<file path="src/logic/pia_pkg.sv">
// Summary of operation
// - 46 sources, four levels, some fixed
// - Within a level lowest source number wins
// - Signal request and branch address to core
// - Pending request wakes clocks in low power
// - Only sources enabled before sleep wake
// - Normal address is base joined to vector
// - Core mask bits block lower levels
// - Fast only on match and level 2
// - Fast address from slot low/high registers
// - Fast decided before the core answers
// - Exactly two fast slots
// - Initial fetch address driven after reset
// - Code 00 disables; others three ascending levels
// - Reserved priority bits read zero
package pia_pkg;
    localparam int         NSRC       = 46;
    localparam int         NPRIO      = 6;
    localparam int         VW         = 7;
    localparam int         VBAW       = 14;
    localparam int         AW         = 21;
    localparam int         FAHW       = 5;
    localparam int         NEV        = 2;
    localparam logic [7:0] IDX_PRIO0  = 8'h00;
    localparam logic [7:0] IDX_PRIO5  = 8'h10;
    localparam logic [7:0] IDX_VBA    = 8'h05;
    localparam logic [7:0] IDX_FM0    = 8'h06;
    localparam logic [7:0] IDX_FAL0   = 8'h07;
    localparam logic [7:0] IDX_FAH0   = 8'h08;
    localparam logic [7:0] IDX_FM1    = 8'h09;
    localparam logic [7:0] IDX_FAL1   = 8'h0A;
    localparam logic [7:0] IDX_FAH1   = 8'h0B;
    localparam logic [7:0] IDX_PEND0  = 8'h0C;
    localparam logic [7:0] IDX_PEND1  = 8'h0D;
    localparam logic [7:0] IDX_PEND2  = 8'h0E;
    localparam logic [7:0] IDX_CTRL   = 8'h12;
    localparam logic [7:0] IDX_ISTAT  = 8'h14;
    localparam logic [7:0] IDX_IMASK  = 8'h15;
    localparam int         EV_WAKE    = 0;
    localparam int         EV_FAST    = 1;
    localparam logic [1:0] CODE_OFF   = 2'h0;
    localparam logic [1:0] LVL_FAST   = 2'h2;
    localparam logic [1:0] LVL_FIXED  = 2'h3;
    localparam logic [1:0] RESP_OKAY  = 2'h0;
    localparam logic [1:0] RESP_ERR   = 2'h2;
    localparam logic [15:0] RST_REG16 = 16'h0000;
endpackage

</file>
<file path="src/logic/pia_penc.sv">
`timescale 1ns/10ps
`default_nettype none
module pia_penc #(
    parameter int N  = 46,
    parameter int IW = 6
) (
    input  wire logic [N-1:0]  req,
    output logic               found,
    output logic [IW-1:0]      index
);
    // Scan downward so the lowest set bit is left last
    always_comb begin
        found = 1'b0;
        index = '0;
        for (int i = N - 1; i >= 0; i--) begin
            if (req[i]) begin
                found = 1'b1;
                index = IW'(i);
            end
        end
    end
endmodule // pia_penc
`default_nettype wire

</file>
<file path="src/logic/pia_axil.sv">
`timescale 1ns/10ps
`default_nettype none
module pia_axil (
    input  wire logic        aclk,
    input  wire logic        aresetn,
    input  wire logic        awvalid,
    output logic             awready,
    input  wire logic [11:0] awaddr,
    input  wire logic        wvalid,
    output logic             wready,
    input  wire logic [31:0] wdata,
    input  wire logic [3:0]  wstrb,
    output logic             bvalid,
    input  wire logic        bready,
    output logic [1:0]       bresp,
    input  wire logic        arvalid,
    output logic             arready,
    input  wire logic [11:0] araddr,
    output logic             rvalid,
    input  wire logic        rready,
    output logic [1:0]       rresp,
    output logic             wr_stb,
    output logic [7:0]       wr_idx,
    output logic [31:0]      wr_data,
    output logic [3:0]       wr_strb,
    input  wire logic        wr_err,
    output logic             rd_stb,
    output logic [7:0]       rd_idx,
    input  wire logic        rd_err
);
    import pia_pkg::*;
    typedef struct packed {
        logic        aw_h;
        logic        w_h;
        logic [7:0]  aidx;
        logic [31:0] data;
        logic [3:0]  strb;
        logic        bv;
        logic [1:0]  br;
        logic        rv;
        logic [1:0]  rr;
        logic        rd;
        logic [7:0]  ridx;
        logic        aw_r, w_r, ar_r;
    } pia_axil_type;
    pia_axil_type s_q, s_d;

    assign awready = s_q.aw_r;
    assign wready  = s_q.w_r;
    assign arready = s_q.ar_r;
    assign wr_stb  = s_q.aw_h && s_q.w_h && !s_q.bv;
    assign wr_idx  = s_q.aidx;
    assign wr_data = s_q.data;
    assign wr_strb = s_q.strb;
    assign bvalid  = s_q.bv;
    assign bresp   = s_q.br;
    assign rvalid  = s_q.rv;
    assign rresp   = s_q.rr;

    assign rd_stb = s_q.rd;
    assign rd_idx = s_q.ridx;

    always_comb begin
        s_d = s_q;
        if (awvalid && awready) begin
            s_d.aw_h = 1'b1;
            s_d.aidx = awaddr[9:2];
        end
        if (wvalid && wready) begin
            s_d.w_h  = 1'b1;
            s_d.data = wdata;
            s_d.strb = wstrb;
        end
        if (wr_stb) begin
            s_d.aw_h = 1'b0;
            s_d.w_h  = 1'b0;
            s_d.bv   = 1'b1;
            s_d.br   = wr_err ? RESP_ERR : RESP_OKAY;
        end
        if (s_q.bv && bready) begin
            s_d.bv = 1'b0;
        end
        // Top registers read data on this edge
        if (s_q.rd) begin
            s_d.rv = 1'b1;
            s_d.rr = rd_err ? RESP_ERR : RESP_OKAY;
        end
        if (s_q.rv && rready) begin
            s_d.rv = 1'b0;
        end
        s_d.rd = arvalid && arready;
        if (s_d.rd) begin
            s_d.ridx = araddr[9:2];
        end
        s_d.aw_r = !s_d.aw_h && !s_d.bv;
        s_d.w_r  = !s_d.w_h && !s_d.bv;
        s_d.ar_r = !s_d.rv && !s_d.rd;
    end

    always_ff @(posedge aclk) begin
        if (!aresetn) begin
            s_q <= '0;
        end else begin
            s_q <= s_d;
        end
    end
endmodule // pia_axil
`default_nettype wire

</file>
<file path="src/logic/pia_top.sv">
// Chosen here: register access over AXI4-Lite and the placing of the registers.
`timescale 1ns/10ps
`default_nettype none
module pia_top
    import pia_pkg::*;
#(
    parameter logic [AW-1:0]   RESET_ADDR = 21'h000000,
    parameter logic [VW-1:0]   VEC_FIRST  = 7'h00,

    // Set bit: codes 01..11 mean levels 1..3 instead of 0..2
    parameter logic [NSRC-1:0] LVL_SHIFT  = '0,
    // Set bit: source always enabled at level 3, field ignored
    parameter logic [NSRC-1:0] FIXED_SRC  = '0
) (
    input  wire logic             aclk,
    input  wire logic             aresetn,
    input  wire logic             s_axi_awvalid,
    output logic                  s_axi_awready,
    input  wire logic [11:0]      s_axi_awaddr,
    input  wire logic [2:0]       s_axi_awprot,
    input  wire logic             s_axi_wvalid,
    output logic                  s_axi_wready,
    input  wire logic [31:0]      s_axi_wdata,
    input  wire logic [3:0]       s_axi_wstrb,
    output logic                  s_axi_bvalid,
    input  wire logic             s_axi_bready,
    output logic [1:0]            s_axi_bresp,
    input  wire logic             s_axi_arvalid,
    output logic                  s_axi_arready,
    input  wire logic [11:0]      s_axi_araddr,
    input  wire logic [2:0]       s_axi_arprot,
    output logic                  s_axi_rvalid,
    input  wire logic             s_axi_rready,
    output logic [31:0]           s_axi_rdata,
    output logic [1:0]            s_axi_rresp,

    input  wire logic [NSRC-1:0]  irq_src,
    input  wire logic             core_mask_high,
    input  wire logic             core_mask_low,
    input  wire logic             low_power_mode,

    output logic                  core_irq_req,
    output logic [1:0]            core_irq_level,
    output logic [VW-1:0]         core_irq_vector,
    output logic                  core_irq_fast,
    output logic [AW-1:0]         core_vector_addr,
    output logic                  sysint_wake_req,
    output logic                  irq
);
    typedef struct packed {
        logic [NPRIO-1:0][15:0] prio;
        logic [VBAW-1:0]        vector_base;
        logic [1:0][VW-1:0]     fm;
        logic [1:0][15:0]       fal;
        logic [1:0][FAHW-1:0]   fah;

        logic [NSRC-1:0]        wake_en;
        logic                   lp;
        logic                   booted;
        logic                   req;
        logic [1:0]             lvl;
        logic [VW-1:0]          vec;
        logic                   fast;
        logic [AW-1:0]          addr;
        logic                   wake;

        logic [NEV-1:0]         ist;
        logic [NEV-1:0]         imask;
        logic                   irq;
        logic [31:0]            rdata;
    } pia_state_type;

    pia_state_type s_q, s_d;

    logic        wr_stb;
    logic [7:0]  wr_idx;
    logic [31:0] wr_data;
    logic [3:0]  wr_strb;
    logic        wr_err;

    logic        rd_stb;
    logic [7:0]  rd_idx;
    logic        rd_err;

    pia_axil u_axil (
        .aclk    (aclk),
        .aresetn (aresetn),
        .awvalid (s_axi_awvalid),
        .awready (s_axi_awready),
        .awaddr  (s_axi_awaddr),
        .wvalid  (s_axi_wvalid),
        .wready  (s_axi_wready),
        .wdata   (s_axi_wdata),
        .wstrb   (s_axi_wstrb),
        .bvalid  (s_axi_bvalid),
        .bready  (s_axi_bready),
        .bresp   (s_axi_bresp),
        .arvalid (s_axi_arvalid),
        .arready (s_axi_arready),
        .araddr  (s_axi_araddr),
        .rvalid  (s_axi_rvalid),
        .rready  (s_axi_rready),
        .rresp   (s_axi_rresp),

        .wr_stb  (wr_stb),
        .wr_idx  (wr_idx),
        .wr_data (wr_data),
        .wr_strb (wr_strb),
        .wr_err  (wr_err),
        .rd_stb  (rd_stb),
        .rd_idx  (rd_idx),
        .rd_err  (rd_err)
    );

    // Protection bits carry no meaning here
    logic unused_prot;
    assign unused_prot = ^{s_axi_awprot, s_axi_arprot};

    // Writable bits of a priority register; fields past the last source stay zero
    function automatic logic [15:0] prio_keep(input int r);
        logic [15:0] m;
        m = '0;
        for (int f = 0; f < 8; f++) begin
            if (r * 8 + f < NSRC) begin
                m[f*2 +: 2] = 2'h3;
            end
        end
        return m;
    endfunction

    // Merge a bus write into a 16-bit register by byte lanes
    function automatic logic [15:0] lane16(input logic [15:0] old,
                                           input logic [31:0] d,
                                           input logic [3:0]  st);
        logic [15:0] r;
        r = old;
        if (st[0]) begin
            r[7:0] = d[7:0];
        end
        if (st[1]) begin
            r[15:8] = d[15:8];
        end
        return r;
    endfunction

    function automatic logic mapped(input logic [7:0] i);
        return (i <= IDX_PEND2) || i == IDX_PRIO5 || i == IDX_CTRL ||
               i == IDX_ISTAT || i == IDX_IMASK;
    endfunction

    assign wr_err = !mapped(wr_idx);
    assign rd_err = !mapped(rd_idx);

    // Per-source enable and level
    logic [NSRC-1:0]       src_en;
    logic [NSRC-1:0][1:0]  src_lvl;
    logic [3:0][NSRC-1:0]  lvl_req;
    logic [3:0]            lvl_found;
    logic [3:0][5:0]       lvl_idx;
    logic [1:0]            mask_lvl;

    always_comb begin
        for (int s = 0; s < NSRC; s++) begin
            logic [1:0] code;
            code = s_q.prio[s / 8][(s % 8) * 2 +: 2];
            if (FIXED_SRC[s]) begin
                src_en[s]  = 1'b1;
                src_lvl[s] = LVL_FIXED;
            end else begin
                src_en[s]  = code != CODE_OFF;
                src_lvl[s] = code - 2'h1 + {1'b0, LVL_SHIFT[s]};
            end
        end

        for (int l = 0; l < 4; l++) begin
            for (int s = 0; s < NSRC; s++) begin
                lvl_req[l][s] = irq_src[s] && src_en[s] && src_lvl[s] == 2'(l);
            end
        end
    end

    for (genvar g = 0; g < 4; g++) begin : g_lvl
        pia_penc #(
            .N  (NSRC),
            .IW (6)
        ) u_penc (
            .req   (lvl_req[g]),
            .found (lvl_found[g]),
            .index (lvl_idx[g])
        );
    end

    assign mask_lvl = {core_mask_high, core_mask_low};

    // Winner selection, fast match and address forming
    logic            win_req;
    logic [1:0]      win_lvl;
    logic [VW-1:0]   win_vec;
    logic            win_fast;
    logic            win_slot;
    logic [AW-1:0]   win_addr;

    always_comb begin
        win_req = 1'b0;
        win_lvl = 2'h0;
        win_vec = VEC_FIRST;

        for (int l = 0; l < 4; l++) begin
            if (lvl_found[l] && 2'(l) >= mask_lvl) begin
                win_req = 1'b1;
                win_lvl = 2'(l);
                win_vec = VW'(lvl_idx[l]) + VEC_FIRST;
            end
        end

        win_slot = win_vec != s_q.fm[0];
        win_fast = win_req && win_lvl == LVL_FAST &&
                   (win_vec == s_q.fm[0] || win_vec == s_q.fm[1]);

        if (win_fast) begin
            win_addr = {s_q.fah[win_slot], s_q.fal[win_slot]};
        end else begin
            win_addr = {s_q.vector_base, win_vec};
        end
    end

    // Read mux
    function automatic logic [31:0] rd_word(input pia_state_type s,
                                            input logic [7:0] i,
                                            input logic [NSRC-1:0] p);
        logic [47:0] pp;
        pp = {2'h0, p};
        unique case (i)
            IDX_VBA:   return 32'(s.vector_base);
            IDX_FM0:   return 32'(s.fm[0]);
            IDX_FAL0:  return 32'(s.fal[0]);
            IDX_FAH0:  return 32'(s.fah[0]);
            IDX_FM1:   return 32'(s.fm[1]);
            IDX_FAL1:  return 32'(s.fal[1]);
            IDX_FAH1:  return 32'(s.fah[1]);

            IDX_PEND0: return 32'(pp[15:0]);
            IDX_PEND1: return 32'(pp[31:16]);
            IDX_PEND2: return 32'(pp[47:32]);
            IDX_PRIO5: return 32'(s.prio[5]);
            IDX_CTRL:  return 32'({s.lvl, s.req, s.fast, s.wake, s.lp,
                                   core_mask_high, core_mask_low});
            IDX_ISTAT: return 32'(s.ist);
            IDX_IMASK: return 32'(s.imask);
            default: begin
                if (i < 8'(NPRIO - 1)) begin
                    return 32'(s.prio[i[2:0]]);
                end
                return 32'h0000_0000;
            end
        endcase
    endfunction

    always_comb begin
        logic [NEV-1:0] ev;
        s_d = s_q;
        ev  = '0;

        if (wr_stb) begin
            for (int r = 0; r < NPRIO; r++) begin
                if (wr_idx == (r == 5 ? IDX_PRIO5 : IDX_PRIO0 + 8'(r))) begin
                    s_d.prio[r] = lane16(s_q.prio[r], wr_data, wr_strb) &
                                  prio_keep(r);
                end
            end

            unique case (wr_idx)
                IDX_VBA:   s_d.vector_base = VBAW'(lane16(16'(s_q.vector_base), wr_data, wr_strb));
                IDX_FM0:   s_d.fm[0] = VW'(lane16(16'(s_q.fm[0]), wr_data, wr_strb));
                IDX_FAL0:  s_d.fal[0] = lane16(s_q.fal[0], wr_data, wr_strb);
                IDX_FAH0:  s_d.fah[0] = FAHW'(lane16(16'(s_q.fah[0]), wr_data, wr_strb));
                IDX_FM1:   s_d.fm[1] = VW'(lane16(16'(s_q.fm[1]), wr_data, wr_strb));
                IDX_FAL1:  s_d.fal[1] = lane16(s_q.fal[1], wr_data, wr_strb);
                IDX_FAH1:  s_d.fah[1] = FAHW'(lane16(16'(s_q.fah[1]), wr_data, wr_strb));

                IDX_IMASK: s_d.imask = wr_strb[0] ? wr_data[NEV-1:0] : s_q.imask;
                IDX_ISTAT: s_d.ist = wr_strb[0] ? s_q.ist & ~wr_data[NEV-1:0] : s_q.ist;
                default:   s_d.vector_base = s_q.vector_base;
            endcase
        end

        if (rd_stb) begin
            s_d.rdata = rd_word(s_q, rd_idx, irq_src);
        end

        // Snapshot enables at the moment the core goes to sleep
        s_d.lp = low_power_mode;
        if (low_power_mode && !s_q.lp) begin
            s_d.wake_en = src_en;
        end

        s_d.wake = low_power_mode && |(irq_src & s_q.wake_en);
        if (s_d.wake && !s_q.wake) begin
            ev[EV_WAKE] = 1'b1;
        end

        // Registered each clock; fast decision ready with the request
        s_d.req  = win_req;
        s_d.lvl  = win_lvl;
        s_d.vec  = win_vec;
        s_d.fast = win_fast;

        if (win_req) begin
            s_d.booted = 1'b1;
        end
        // Boot address stays up until the first request appears
        if (win_req || s_q.booted) begin
            s_d.addr = win_addr;
        end

        if (win_fast && !(s_q.req && s_q.fast && s_q.vec == win_vec)) begin
            ev[EV_FAST] = 1'b1;
        end

        // Set after clear so a same-cycle event is kept
        s_d.ist = s_d.ist | ev;
        s_d.irq = |(s_d.ist & s_d.imask);
    end

    always_ff @(posedge aclk) begin
        if (!aresetn) begin
            s_q      <= '0;
            s_q.addr <= RESET_ADDR;
        end else begin
            s_q <= s_d;
        end
    end

    assign s_axi_rdata      = s_q.rdata;

    assign core_irq_req     = s_q.req;
    assign core_irq_level   = s_q.lvl;
    assign core_irq_vector  = s_q.vec;
    assign core_irq_fast    = s_q.fast;
    assign core_vector_addr = s_q.addr;
    assign sysint_wake_req  = s_q.wake;

    assign irq              = s_q.irq;
endmodule // pia_top
`default_nettype wire

</file>
<file path="config.mk">
export PLATFORM = sky130hd
export DESIGN_NAME = pia_top
export DESIGN_NICKNAME = d
export VERILOG_FILES = /design/src/logic/pia_pkg.sv /design/src/logic/pia_penc.sv /design/src/logic/pia_axil.sv /design/src/logic/pia_top.sv
export SDC_FILE = /design/constraint.sdc
export NUM_CORES = 1
export LEC_CHECK = 0
export ABC_CLOCK_PERIOD_IN_PS = 7000
export BUFFER_PORTS_ARGS = -buffer_cell sky130_fd_sc_hd__buf_4
export CAP_MARGIN = 10
export CORE_ASPECT_RATIO = 1.2
export CORE_MARGIN = 5
export CORE_UTILIZATION = 28
export CTS_CLUSTER_DIAMETER = 120
export CTS_CLUSTER_SIZE = 40
export DETAILED_ROUTE_END_ITERATION = 8
export SYNTH_ARGS = -nofsm -noshare
export SYNTH_HDL_FRONTEND = slang
export SYNTH_SLANG_ARGS = --single-unit
</file>
<file path="constraint.sdc">
create_clock -name aclk -period 7 [get_ports aclk]
set_clock_uncertainty 0.1 [all_clocks]
set_input_delay 1.4 -clock aclk [delete_from_list [all_inputs] [get_ports aclk]]
set_output_delay 1.4 -clock aclk [all_outputs]
set_load 0.03 [all_outputs]
</file>
==> results of run 1 <==
==> Yosys cell counts (all sizes together), types with 7 or more instances <==
master | number | share of area [%]
o2111ai | 8 | 0.41
o22ai | 15 | 0.55
and3 | 18 | 0.69
mux2i | 164 | 9.7
buf | 86 | 3.6
nand2b | 15 | 0.60
o221a | 38 | 2.5
and2 | 17 | 0.63
a211oi | 10 | 0.44
nand4 | 34 | 1.3
a22o | 8 | 0.41
nor3 | 118 | 3.5
a222oi | 13 | 0.77
nor4b | 7 | 0.52
nor2b | 16 | 0.59
or2 | 8 | 0.30
xnor2 | 8 | 0.41
nor4 | 15 | 0.84
clkbuf | 102 | 2.3
inv | 20 | 0.44
a31oi | 11 | 0.41
or3 | 11 | 0.44
and4 | 8 | 0.41
a22oi | 34 | 1.5
nand3 | 98 | 2.9
and3b | 38 | 2.0
o31ai | 8 | 0.35
nand3b | 59 | 2.6
a221oi | 24 | 1.2
o21ai | 57 | 1.7
mux4 | 16 | 2.1
nor2 | 253 | 5.6
nand2 | 186 | 4.1
a21oi | 107 | 3.2
dfxtp | 307 | 36
==> metal layers <==
| layer | part of all wire (%) | vias to the layer above | routed length (um) | GRT usage, % |
|---|---|---|---|---|
| li1 | - | 7445 | - | - |
| met1 | 41 | 8255 | 33400 | 32.1 |
| met2 | 46 | 883 | 37100 | 38.0 |
| met3 | 8.1 | 142 | 6540 | 2.43 |
| met4 | 4.9 | 2 | 3960 | 9.54 |
| met5 | 0.016 | - | 13 | 0 |
==> layout make-up <==
type	count	area (sq um)
diodes	3	7.51
clock buffers	11	275
clock inverters	1	16.3
fillers	6405	41000
inverters	20	80.1
multi-input cells	1527	9800
flip-flops and latches	307	6150
well taps	800	1000
repair buffers	178	1350
==> how the worst max path moves through the flow <==
stage | from | endpoint | slack, ps | cells after the start
after floorplan | irq_src[35] | core_vector_addr[11] | 2100 | 13
after global placement | irq_src[30] | core_vector_addr[0] | 90 | 15
after detailed placement | irq_src[39] | core_vector_addr[18] | 850 | 15
after CTS | irq_src[39] | core_vector_addr[18] | 1360 | 15
after global routing | irq_src[38] | core_vector_addr[1] | 1260 | 15
final | irq_src[39] | core_vector_addr[18] | 1370 | 15
==> power by group <==
part,internal (mW),switching [mW]
combinational,0.102,0.228
clock,0.293,0.548
sequential,1.78,0.0520
==> stage by stage <==
step | utilization [%] | area, sq um | total power, mW | setup slack (ps) | instances
global placement | 30.8 | 18400 | 2.19 | 88.9 | 2831
detailed placement | 30.8 | 18400 | 2.19 | 851 | 2832
finish | 31.3 | 18700 | 3.01 | 1370 | 2847
floorplan | - | 17000 | 2.04 | 2100 | 2042
CTS | 31.3 | 18700 | 3.01 | 1360 | 2844
global route | 31.3 | 18700 | 3.10 | 1260 | 2845
==> cells in the final DEF (no fill, tap or decap), drive strengths merged, types with 13 or more instances in the layout <==
| cell | instances |
|---|---|
| and3 | 18 |
| mux2i | 164 |
| o22ai | 15 |
| o21ai | 57 |
| a22oi | 34 |
| nand3b | 59 |
| dfxtp | 307 |
| nor2b | 16 |
| nand4 | 34 |
| nor4 | 15 |
| a222oi | 13 |
| o221a | 38 |
| a221oi | 24 |
| mux4 | 16 |
| conb | 19 |
| nor3 | 118 |
| nand3 | 98 |
| nor2 | 253 |
| nand2 | 186 |
| inv | 20 |
| a21oi | 107 |
| nand2b | 15 |
| and3b | 38 |
| and2 | 17 |
| buf | 178 |
==> worst max-delay path, stage by stage <==
cell and delay [ps]:
sky130_fd_sc_hd__buf_4 150, sky130_fd_sc_hd__nand3_1 180, sky130_fd_sc_hd__nand4_1 220, sky130_fd_sc_hd__nor4_1 700, sky130_fd_sc_hd__nand3_1 250, sky130_fd_sc_hd__nand2_1 410
sky130_fd_sc_hd__nor3_1 220, sky130_fd_sc_hd__a311oi_1 580, sky130_fd_sc_hd__buf_4 270, sky130_fd_sc_hd__xor2_1 80, sky130_fd_sc_hd__a2111o_1 400, sky130_fd_sc_hd__or3_1 380
sky130_fd_sc_hd__buf_4 260, sky130_fd_sc_hd__o221a_1 260, sky130_fd_sc_hd__o221a_2 130
==> flip-flops by register name, indices dropped and copies added (netlist names), 2 cells and up <==
register / cells
u_axil.rd_idx: 8
core_irq_level: 2
core_vector_addr: 21
s_q: 214
s_axi_rdata: 16
u_axil.s_q: 2
u_axil.wr_data: 16
core_irq_vector: 6
u_axil.wr_strb: 2
u_axil.wr_idx: 8
==> cells by family (layout without fill, tap and decap cells) <==
logic type / Yosys count / count (layout)
buf+inv: 208 / 210
other cells: 1 / 22
compound gates: 388 / 388
mux: 184 / 184
xor+xnor: 13 / 13
flops: 307 / 307
simple gates: 923 / 923
==> results.rst, run 1 <==
.. list-table::
   :header-rows: 1

   * - Metric
     - Value
   * - Mapped Area
     - 0.0169 sq mm
   * - Total number of yosys warnings
     - 0
   * - Ports placed on the boundary
     - 197
   * - Drt drc
     - 0
   * - Number of buffers inserted during clock tree synthesis
     - 11
   * - Count of input and output buffers
     - 145
   * - Worst slew margin
     - 18.3%
   * - Depth of the worst register-to-register path
     - 14
   * - Gr usage total
     - 23.5%
   * - Reported max-cap violation count
     - 0
   * - Number of antenna-violating nets in the routed design
     - 0
   * - Fraction of registers with async set or reset after synthesis
     - 0%
   * - Crit Path Max Fanout
     - 21
   * - Detail-routed net length per standard cell
     - 28.5 um
   * - Floorplan row count
     - 98
   * - Most used flip-flop cell after synthesis
     - sky130_fd_sc_hd__dfxtp_1
   * - Cells after synthesis
     - 2024
   * - Min-delay worst type
     - register to register
   * - Critical path capture point type
     - register
   * - Setup Total Neg Slack
     - 0 ps
   * - Area share of and/or/nand/nor cells after synthesis
     - 28.2%
   * - Post-CTS Hold Fix Bufs
     - 0
   * - Total of endpoints with negative setup slack in the final report
     - 0
   * - CTS sink count
     - 307
   * - Worst reg2reg setup slack
     - 1880 ps
   * - Static power due to leakage
     - 7.66 nW
   * - CTS clk-pin slew, worst paths
     - 140 ps
   * - Clock tree from TritonCTS
     - built
   * - Endpoint with the worst hold slack
     - u_axil.wr_idx[6]
   * - Result of the run
     - finished clean
   * - Total wirelength of the detailed-routed design
     - 81000 um
   * - Net count, final
     - 2167
   * - Per-cell via count in the routed design
     - 5.88
   * - Cell chosen for the clock root
     - sky130_fd_sc_hd__clkbuf_16
   * - Startpoint of the most critical hold path
     - u_axil.wr_idx[6]
   * - Layout Area Growth over Synthesis
     - 10.3%
   * - Number of hold-slack violations in the final timing report
     - 0
   * - Layout cell share with drive strength beyond 1
     - 12.5%
   * - 1st-iter DRT viols
     - 2134
   * - Synthesized area divided by synthesized cell count
     - 8.37 sq um
   * - HPWL after detailed placement
     - 62900 um
   * - Share of the synthesized area in compound gates (AO/OA/AOI/OAI)
     - 16.4%
   * - Total grt overflow
     - 0
   * - Initial antenna violation count
     - 3
   * - Last weighted congestion value of the routability-driven placer
     - 1.00
   * - Synthesized flop and latch total
     - 307
   * - Full die area
     - 0.0655 sq mm
   * - Number of cells on the worst hold path
     - 2
   * - Fmax
     - 178 MHz
   * - Die span in x
     - 235 um
   * - Maximum number of pins on one net before global-route repair
     - 105
   * - Startpoint of the worst register-to-register path
     - s_q[265]
   * - Unique cell type count in the Yosys netlist
     - 85
   * - Mux contribution to synthesized area
     - 12.1%
   * - R2R Path End
     - core_vector_addr[18]
   * - Combinational family with the most area after synthesis
     - simple AND/OR/NAND/NOR gates
   * - Vert. Die Dim
     - 279 um
   * - Period utilization
     - 80.5%
   * - Post-CTS setup buffers
     - 0
   * - Vias after detailed routing
     - 16700
   * - Start-to-end type of the worst setup path
     - input pin to register
   * - Time the final worst path needs with I/O delays and setup
     - 5630 ps
   * - Post-CTS resize count
     - 0
   * - Adder and majority cell fraction of the synthesized area
     - 0%
   * - Number of global-route vias before repair
     - 15800
   * - Core region area
     - 0.0597 sq mm
   * - VDD IR max
     - 0.140 mV
   * - Worst Hold Margin
     - 367 ps
   * - Worst endpoint required time
     - 7300 ps
   * - Number of flops mapped to enable cells by yosys
     - 0
   * - Worst-Skew Late Latency
     - 510 ps
   * - Startpoint class of the critical path
     - input pin
   * - H-Tree Level Count
     - 1
   * - Post-Synth XOR/XNOR Area
     - 0.672%
   * - Sequential area share after synthesis
     - 36.3%
   * - Starting utilization of the core area
     - 28.4%
   * - Number of optimization iterations in the first detailed-route pass
     - 6
   * - Clock Path Buffers
     - 3
   * - Transition at the pin with the smallest max-transition slack
     - 1230 ps
   * - Setup repair after global routing missed its margin
     - no
   * - Global-route wire length before repair
     - 114000 um
   * - Critical path data arrival time
     - 5930 ps
   * - Final number of max-transition violations
     - 0
   * - Areal power density over the cells
     - 161 mW/mm^2
(Power assumes the default switching activity.)
==> run 2: changes to the inputs <==
--- a/config.mk
+++ b/config.mk
@@ -5,7 +5,8 @@
 export SDC_FILE = /design/constraint.sdc
 export NUM_CORES = 1
 export LEC_CHECK = 0
-export ABC_CLOCK_PERIOD_IN_PS = 7000
+export ABC_AREA = 1
+export ABC_CLOCK_PERIOD_IN_PS = 5800
 export BUFFER_PORTS_ARGS = -buffer_cell sky130_fd_sc_hd__buf_4
 export CAP_MARGIN = 10
 export CORE_ASPECT_RATIO = 1.2
==> constraint.sdc (replaced) <==
create_clock -name aclk -period 5.8 [get_ports aclk]
set_clock_uncertainty 0.1 [all_clocks]
set_input_delay 1.16 -clock aclk [delete_from_list [all_inputs] [get_ports aclk]]
set_output_delay 1.16 -clock aclk [all_outputs]
set_load 0.03 [all_outputs]
==> run 2 against run 1 <==
Against the previous run: die area is 4.3% lower; sequential share of layout area up 1.2 points; power increased by 29%; non-clock buffer count up 4; largest cell class unchanged.
==> results.rst, run 2 <==
.. list-table::
   :header-rows: 1

   * - Metric
     - Value
   * - Total number of yosys warnings
     - 0 (unchanged)
   * - Number of flops mapped to enable cells by yosys
     - 0 (unchanged)
   * - Last weighted congestion value of the routability-driven placer
     - 1.02 (+1.6%)
   * - Flip-flop count of the largest register, all copies and words added
     - 214 (unchanged)
   * - Starting utilization of the core area
     - 28.3% (-0.058 points)
   * - Die span in x
     - 229 um (-2.2%)
   * - Number of buffers inserted during clock tree synthesis
     - 12 (+1)
   * - Core region area
     - 0.0572 sq mm (-4.3%)
   * - Startpoint of the most critical hold path
     - u_axil.s_q[63]
   * - Number of global-route vias before repair
     - 15900 (+0.69%)
   * - Number of antenna-violating nets in the routed design
     - 0 (unchanged)
   * - Drt drc
     - 0 (unchanged)
   * - Fraction of post-synthesis cell area in the top cell type by area
     - 38.0% (+1.7 points)
   * - Global-route wire length before repair
     - 106000 um (-7.5%)
   * - Setup Total Neg Slack
     - 0 ps (unchanged)
   * - Vias after detailed routing
     - 17400 (+4.2%)
   * - Per-cell via count in the routed design
     - 5.40 (-8.1%)
   * - Cell type with the highest aggregate area in the netlist
     - sky130_fd_sc_hd__dfxtp_1
   * - Clock Path Buffers
     - 3 (unchanged)
   * - Initial antenna violation count
     - 3 (unchanged)
   * - Cells after synthesis
     - 2439 (+21%)
   * - Post-CTS Hold Fix Bufs
     - 0 (unchanged)
   * - Full die area
     - 0.0627 sq mm (-4.3%)
   * - Net count, final
     - 2606 (+20%)
   * - Number of cells on the worst hold path
     - 1 (-1)
   * - Maximum number of pins on one net before global-route repair
     - 104 (-0.95%)
   * - Most common cell after layout, fill and taps aside
     - sky130_fd_sc_hd__nand2_1
   * - Depth of the worst register-to-register path
     - 27 (+13)
   * - Startpoint of the worst register-to-register path
     - s_q[226]
   * - Top reg by flops
     - s_q
   * - Layout Area Growth over Synthesis
     - 11.5%
   * - Layout cell share with drive strength beyond 1
     - 8.84% (-3.6 points)
   * - Sequential area share after synthesis
     - 38.0% (+1.7 points)
   * - Post-CTS resize count
     - 0 (unchanged)
   * - Total wirelength of the detailed-routed design
     - 74400 um (-8.2%)
   * - Total of endpoints with negative setup slack in the final report
     - 0 (unchanged)
   * - Unique cell type count in the Yosys netlist
     - 46 (-46%)
   * - Setup repair after global routing missed its margin
     - no
   * - Top cells by instance count after synthesis
     - sky130_fd_sc_hd__nand2_1, sky130_fd_sc_hd__dfxtp_1, sky130_fd_sc_hd__inv_1
   * - Critical-path top delay cell
     - sky130_fd_sc_hd__buf_4
   * - Family of cells with the greatest summed delay on the critical path
     - simple AND/OR/NAND/NOR gates
   * - Crit Path Max Fanout
     - 20 (-4.8%)
   * - CTS clk-pin slew, worst paths
     - 140 ps (about the same)
   * - Number of hold-slack violations in the final timing report
     - 0 (unchanged)
   * - Worst slew margin
     - 21.1% (+2.8 points)
   * - Synthesized area divided by synthesized cell count
     - 6.63 sq um (-21%)
   * - Vert. Die Dim
     - 273 um (-2.2%)
   * - Synthesized flop and latch total
     - 307 (unchanged)
   * - R2R Path End
     - core_vector_addr[17]
   * - Cell chosen for the clock root
     - sky130_fd_sc_hd__clkbuf_16
   * - Result of the run
     - finished clean
   * - HPWL after detailed placement
     - 57300 um (-8.8%)
   * - Top cell by count, worst path
     - sky130_fd_sc_hd__nand2_1
   * - Transition at the pin with the smallest max-transition slack
     - 1150 ps (-71.2 ps)
   * - Static power due to leakage
     - 7.58 nW (-0.99%)
   * - Mapped Area
     - 0.0162 sq mm (-4.4%)
   * - 1st-iter DRT viols
     - 2105 (-1.4%)
   * - Library cell with the highest instance count after synthesis
     - sky130_fd_sc_hd__nand2_1
   * - Endpoint with the worst hold slack
     - u_axil.awready
   * - Fmax
     - 202 MHz
   * - Non-Filler Cell Area, Final
     - 0.0180 sq mm (-3.4%)
   * - Floorplan row count
     - 96 (-2.0%)
   * - Post-CTS setup buffers
     - 0 (unchanged)
   * - Fraction of registers with async set or reset after synthesis
     - 0% (unchanged)
   * - Detail-routed net length per standard cell
     - 23.1 um (-19%)
   * - Worst stage delay on the critical path
     - 330 ps (-370 ps)
   * - Areal power density over the cells
     - 216 mW/mm^2 (+34%)
   * - Min-delay worst type
     - register to register
   * - Ports placed on the boundary
     - 197 (unchanged)
   * - Number of fillers in the final layout
     - 6428 (+0.36%)
   * - Buffers and inverters on the worst path
     - 4 (+1)
   * - Worst endpoint required time
     - 6130 ps (-1170 ps)
   * - CTS sink count
     - 307 (unchanged)
   * - Worst-Skew Late Latency
     - 570 ps (+60 ps)
   * - Commonest cells after routing, fill and taps aside
     - sky130_fd_sc_hd__nand2_1, sky130_fd_sc_hd__dfxtp_1, sky130_fd_sc_hd__inv_1
   * - Area of placed instances
     - 0.0176 sq mm (-4.0%)
   * - Most used flip-flop cell after synthesis
     - sky130_fd_sc_hd__dfxtp_1
   * - Period utilization
     - 85.5%
   * - Worst reg2reg setup slack
     - 1010 ps (-870 ps)
   * - Count of input and output buffers
     - 145 (unchanged)
   * - Critical path data arrival time
     - 5290 ps (-640 ps)
   * - Cell types occupying the most area after synthesis
     - sky130_fd_sc_hd__dfxtp_1, sky130_fd_sc_hd__nand2_1, sky130_fd_sc_hd__o21ai_0
   * - Gr usage total
     - 22.3% (-1.1 points)
   * - Critical path capture point type
     - register
   * - Final number of max-transition violations
     - 0 (unchanged)
   * - H-Tree Level Count
     - 1 (unchanged)
   * - VDD IR max
     - 0.156 mV (+11%)
   * - Clock tree from TritonCTS
     - built
   * - Start-to-end type of the worst setup path
     - input pin to register
   * - Total grt overflow
     - 0 (unchanged)
   * - Reported max-cap violation count
     - 0 (unchanged)
   * - Time the final worst path needs with I/O delays and setup
     - 4960 ps
   * - Startpoint class of the critical path
     - input pin
   * - Number of optimization iterations in the first detailed-route pass
     - 6 (unchanged)
==> run 2: cell count changes after synthesis, moves of 40 or more <==
cell and change:
sky130_fd_sc_hd__nand2_1 +323, sky130_fd_sc_hd__inv_1 +251, sky130_fd_sc_hd__o21ai_0 +204, sky130_fd_sc_hd__mux2i_1 -164
sky130_fd_sc_hd__a21oi_1 +105, sky130_fd_sc_hd__nand3_1 +94, sky130_fd_sc_hd__nor2_1 -66, sky130_fd_sc_hd__nand3b_1 -59
sky130_fd_sc_hd__o22ai_1 +55, sky130_fd_sc_hd__nor3_1 -40
==> run 2: layout make-up <==
class,instances,area (sq um),share of cell area (%)
antenna,3,7.51,0.0416
sequential,307,6150,34.1
multi-input combinational,1694,8130,45.1
clock buffer,13,325,1.80
tap,735,920,5.10
timing repair buffer,182,1370,7.60
clock inverter,5,65.1,0.361
inverter,287,1080,5.97
==> run 2: worst max path at each step <==
stage,from,end,slack [ps],depth (start not counted)
final,irq_src[17],core_vector_addr[17],840,27
after global routing,irq_src[45],core_vector_addr[17],390,57
after CTS,irq_src[44],core_vector_addr[9],940,57
after detailed placement,irq_src[44],core_vector_addr[9],370,57
after global placement,irq_src[45],core_vector_addr[20],360,58
after floorplan,irq_src[23],core_vector_addr[5],1490,24
==> run 2: cells by family (layout without fill, tap and decap cells) <==
logic type | count (synthesis) | after routing | synth area share [%]
buffers and inverters | 456 | 487 | 12.3
DFF | 307 | 307 | 38.0
xor gates and xnor gates | 1 | 1 | 0.0541
other | 1 | 22 | 0.0232
AOI/OAI and AO/OA | 672 | 672 | 23.5
and+or+nand+nor | 1002 | 1002 | 26.1
==> run 2: where the power goes <==
part | total, mW | internal [mW] | switching, mW
combinational | 0.506 | 0.130 | 0.375
clock | 1.20 | 0.436 | 0.760
sequential | 2.19 | 2.15 | 0.0349
total | 3.89 | 2.72 | 1.17
==> run 2: layer usage <==
| layer | up-vias | wire length, um | global-route usage [%] |
|---|---|---|---|
| li1 | 8245 | - | - |
| met4 | 2 | 6130 | 14.8 |
| met5 | - | 7 | 0 |
| met3 | 231 | 5520 | 2.67 |
| met1 | 8036 | 29300 | 27.7 |
| met2 | 912 | 33400 | 36.6 |
==> run 2: stage by stage <==
stage	hold slack (ps)	util [%]	total power, mW	cells	worst slack (ps)
after floorplan	299	-	2.48	2457	1490
after global placement	320	30.9	2.73	3205	365
after detailed placement	314	30.9	2.73	3205	373
after CTS	344	31.5	3.90	3223	940
after global routing	369	31.5	3.99	3224	393
final	335	31.5	3.89	3226	839
==> run 3: changes to the inputs <==
--- a/config.mk
+++ b/config.mk
@@ -5,7 +5,7 @@
 export SDC_FILE = /design/constraint.sdc
 export NUM_CORES = 1
 export LEC_CHECK = 0
-export ABC_AREA = 1
+export ABC_AREA = 0
 export ABC_CLOCK_PERIOD_IN_PS = 5800
 export BUFFER_PORTS_ARGS = -buffer_cell sky130_fd_sc_hd__buf_4
 export CAP_MARGIN = 10
==> run 3 against run 2 <==
Against the previous run: combinational power decreased by 20%; final cell count decreased by 10%; register-to-register slack got worse by 480 ps; clock power decreased by 14%; design area increased by 5.8%; hold slack improved by 30 ps; sequential share of layout area decreased by 1.9 points; sequential cell count unchanged.
==> results.rst, run 3 (synthesis results as in run 1) <==
.. list-table::
   :header-rows: 1

   * - Metric
     - Value
   * - Pre-CTS WS
     - -209 ps (-581 ps)
   * - Number of fillers in the final layout
     - 6337 (-1.4%)
   * - Setup repair after global routing missed its margin
     - no
   * - Clock tree from TritonCTS
     - built
   * - Total of endpoints with negative setup slack in the final report
     - 0 (unchanged)
   * - CTS clk-pin slew, worst paths
     - 140 ps (about the same)
   * - Fmax
     - 181 MHz (-10%)
   * - Gr usage total
     - 23.7% (+1.4 points)
   * - Startpoint of the most critical hold path
     - u_axil.wr_data[1]
   * - Flip-flop count of the largest register, all copies and words added
     - 214 (unchanged)
   * - VDD IR max
     - 0.188 mV (+21%)
   * - Reported max-cap violation count
     - 0 (unchanged)
   * - Static power due to leakage
     - 7.95 nW (+4.8%)
   * - Area of placed instances
     - 0.0188 sq mm (+6.5%)
   * - Result of the run
     - finished clean
   * - Number of hold-slack violations in the final timing report
     - 0 (unchanged)
   * - Worst slew margin
     - 19.2% (-1.9 points)
   * - Post-CTS resize count
     - 0 (unchanged)
   * - Critical-path top delay cell
     - sky130_fd_sc_hd__nor4bb_1
   * - Startpoint of the worst register-to-register path
     - s_q[250]
   * - Vias after detailed routing
     - 17200 (-1.1%)
   * - Areal power density over the cells
     - 191 mW/mm^2 (-11%)
   * - Net count, final
     - 2221 (-15%)
   * - Number of buffers inserted during clock tree synthesis
     - 11 (-1)
   * - Critical path capture point type
     - register
   * - Worst-Skew Late Latency
     - 530 ps (-40 ps)
   * - Vert. Die Dim
     - 279 um (+2.2%)
   * - Core region area
     - 0.0597 sq mm (+4.4%)
   * - Total grt overflow
     - 0 (unchanged)
   * - Maximum number of pins on one net before global-route repair
     - 122 (+17%)
   * - Cell-by-cell listing of the critical path
     - buf_4 > nand3_1 > and4_1 > nor4bb_1 > nand3_1 > nand2_1 > nor3_1 > a311oi_1 > buf_4 > xor2_1 > a2111o_1 > buf_4 > or2_2 > and2_1 > o31ai_1 > buf_4
   * - Layout Area Growth over Synthesis
     - 12.7%
   * - Detail-routed net length per standard cell
     - 28.3 um (+23%)
   * - Depth of the worst register-to-register path
     - 16 (-41%)
   * - Number of cells on the worst hold path
     - 2 (+1)
   * - Time the final worst path needs with I/O delays and setup
     - 5520 ps (+558 ps)
   * - Global-route wire length before repair
     - 115000 um (+9.1%)
   * - Clock Path Buffers
     - 3 (unchanged)
   * - Total wirelength of the detailed-routed design
     - 81900 um (+10%)
   * - Setup Total Neg Slack
     - 0 ps (unchanged)
   * - Commonest cells after routing, fill and taps aside
     - sky130_fd_sc_hd__dfxtp_1, sky130_fd_sc_hd__nor2_1, sky130_fd_sc_hd__buf_4
   * - Start-to-end type of the worst setup path
     - input pin to register
   * - Top cell by count, worst path
     - sky130_fd_sc_hd__buf_4
   * - Worst Hold Margin
     - 365 ps (+30.1 ps)
   * - Number of antenna-violating nets in the routed design
     - 0 (unchanged)
   * - Cell chosen for the clock root
     - sky130_fd_sc_hd__clkbuf_16
   * - Drt drc
     - 0 (unchanged)
   * - Layout cell share with drive strength beyond 1
     - 14.7% (+5.9 points)
   * - Startpoint class of the critical path
     - input pin
   * - Ports placed on the boundary
     - 197 (unchanged)
   * - CTS sink count
     - 307 (unchanged)
   * - Starting utilization of the core area
     - 28.4% (+0.058 points)
   * - Crit Path Max Fanout
     - 6 (-70%)
   * - Count of input and output buffers
     - 145 (unchanged)
   * - 1st-iter DRT viols
     - 2233 (+6.1%)
   * - Period utilization
     - 95.1% (+9.6 points)
   * - Post-CTS Hold Fix Bufs
     - 0 (unchanged)
   * - Die span in x
     - 235 um (+2.2%)
   * - Last weighted congestion value of the routability-driven placer
     - 1.09 (+7.2%)
   * - H-Tree Level Count
     - 1 (unchanged)
   * - Post-CTS setup buffers
     - 0 (unchanged)
   * - HPWL after detailed placement
     - 63600 um (+11%)
   * - Endpoint with the worst hold slack
     - u_axil.wr_data[1]
   * - Number of optimization iterations in the first detailed-route pass
     - 8 (+2)
   * - Initial antenna violation count
     - 0 (-3)
   * - Final number of max-transition violations
     - 0 (unchanged)
   * - Critical path data arrival time
     - 5880 ps (+590 ps)
   * - Non-Filler Cell Area, Final
     - 0.0191 sq mm (+5.8%)
   * - Full die area
     - 0.0655 sq mm (+4.5%)
   * - Min-delay worst type
     - register to register
   * - Worst reg2reg setup slack
     - 530 ps (-480 ps)
   * - Transition at the pin with the smallest max-transition slack
     - 1210 ps (+55.7 ps)
   * - Number of antenna repair diodes
     - 0 (-3)
   * - Number of global-route vias before repair
     - 16000 (+0.85%)
   * - Final setup slack of the worst path
     - 281 ps (-558 ps)
   * - Worst stage delay on the critical path
     - 750 ps (+420 ps)
   * - Top reg by flops
     - s_q
   * - Floorplan row count
     - 98 (+2.1%)
   * - Per-cell via count in the routed design
     - 5.95 (+10%)
   * - Worst endpoint required time
     - 6160 ps (+30 ps)
   * - R2R Path End
     - irq
   * - Most common cell after layout, fill and taps aside
     - sky130_fd_sc_hd__dfxtp_1
==> run 3: cell count changes in the layout (fill, tap and decap cells not counted), sizes merged, moves of 59 or more <==
cell and change:
nand2 -328, inv -259, o21ai -208, mux2i +164, a21oi -105, nand3 -96
nor2 +65, nand3b +59
==> run 3: worst max-delay path by stage <==
stage	startpoint	endpoint	slack, ps
floorplan	irq_src[35]	core_vector_addr[11]	1140
CTS	irq_src[30]	irq	270
detailed placement	irq_src[30]	irq	-210
global placement	irq_src[30]	irq	-170
finish	irq_src[30]	irq	280
global route	irq_src[30]	irq	180
==> run 3: cell type report <==
type | count | area [sq um] | area share [%]
clock buffers | 11 | 275 | 1.44
clock inverters | 1 | 16.3 | 0.0852
inverters | 20 | 80.1 | 0.420
multi-input cells | 1527 | 9800 | 51.3
flip-flops and latches | 307 | 6150 | 32.2
well taps | 800 | 1000 | 5.24
repair buffers | 232 | 1770 | 9.26
==> run 3: worst max-delay path, delay by kind of cell <==
family          cells  cell delay [ps]
buf+inv             4              720
xor+xnor            1               70
compound gates      3             1340
simple gates        8             2600
==> run 3: layer usage <==
metal	global-route usage, %	up-vias	part of all wire [%]
met2	37.7	1107	45
li1	-	7525	-
met1	32.3	8425	40
met5	0	-	0
met3	2.89	176	9.6
met4	10.5	0	5.5
==> run 3: where the power goes <==
part	switching, mW	internal, mW
registers	0.0652	2.15
clock network	0.674	0.354
logic	0.282	0.125
total	1.02	2.63
==> run 3: per-stage QoR <==
stage          std cells  utilization (%)  power (mW)
2_1_floorplan       2042                -        2.46
3_3_place_gp        2886             31.5        2.66
3_5_place_dp        2886             31.5        2.66
4_1_cts             2898             32.0        3.65
5_1_grt             2898             32.0        3.75
6_report            2898             32.0        3.65
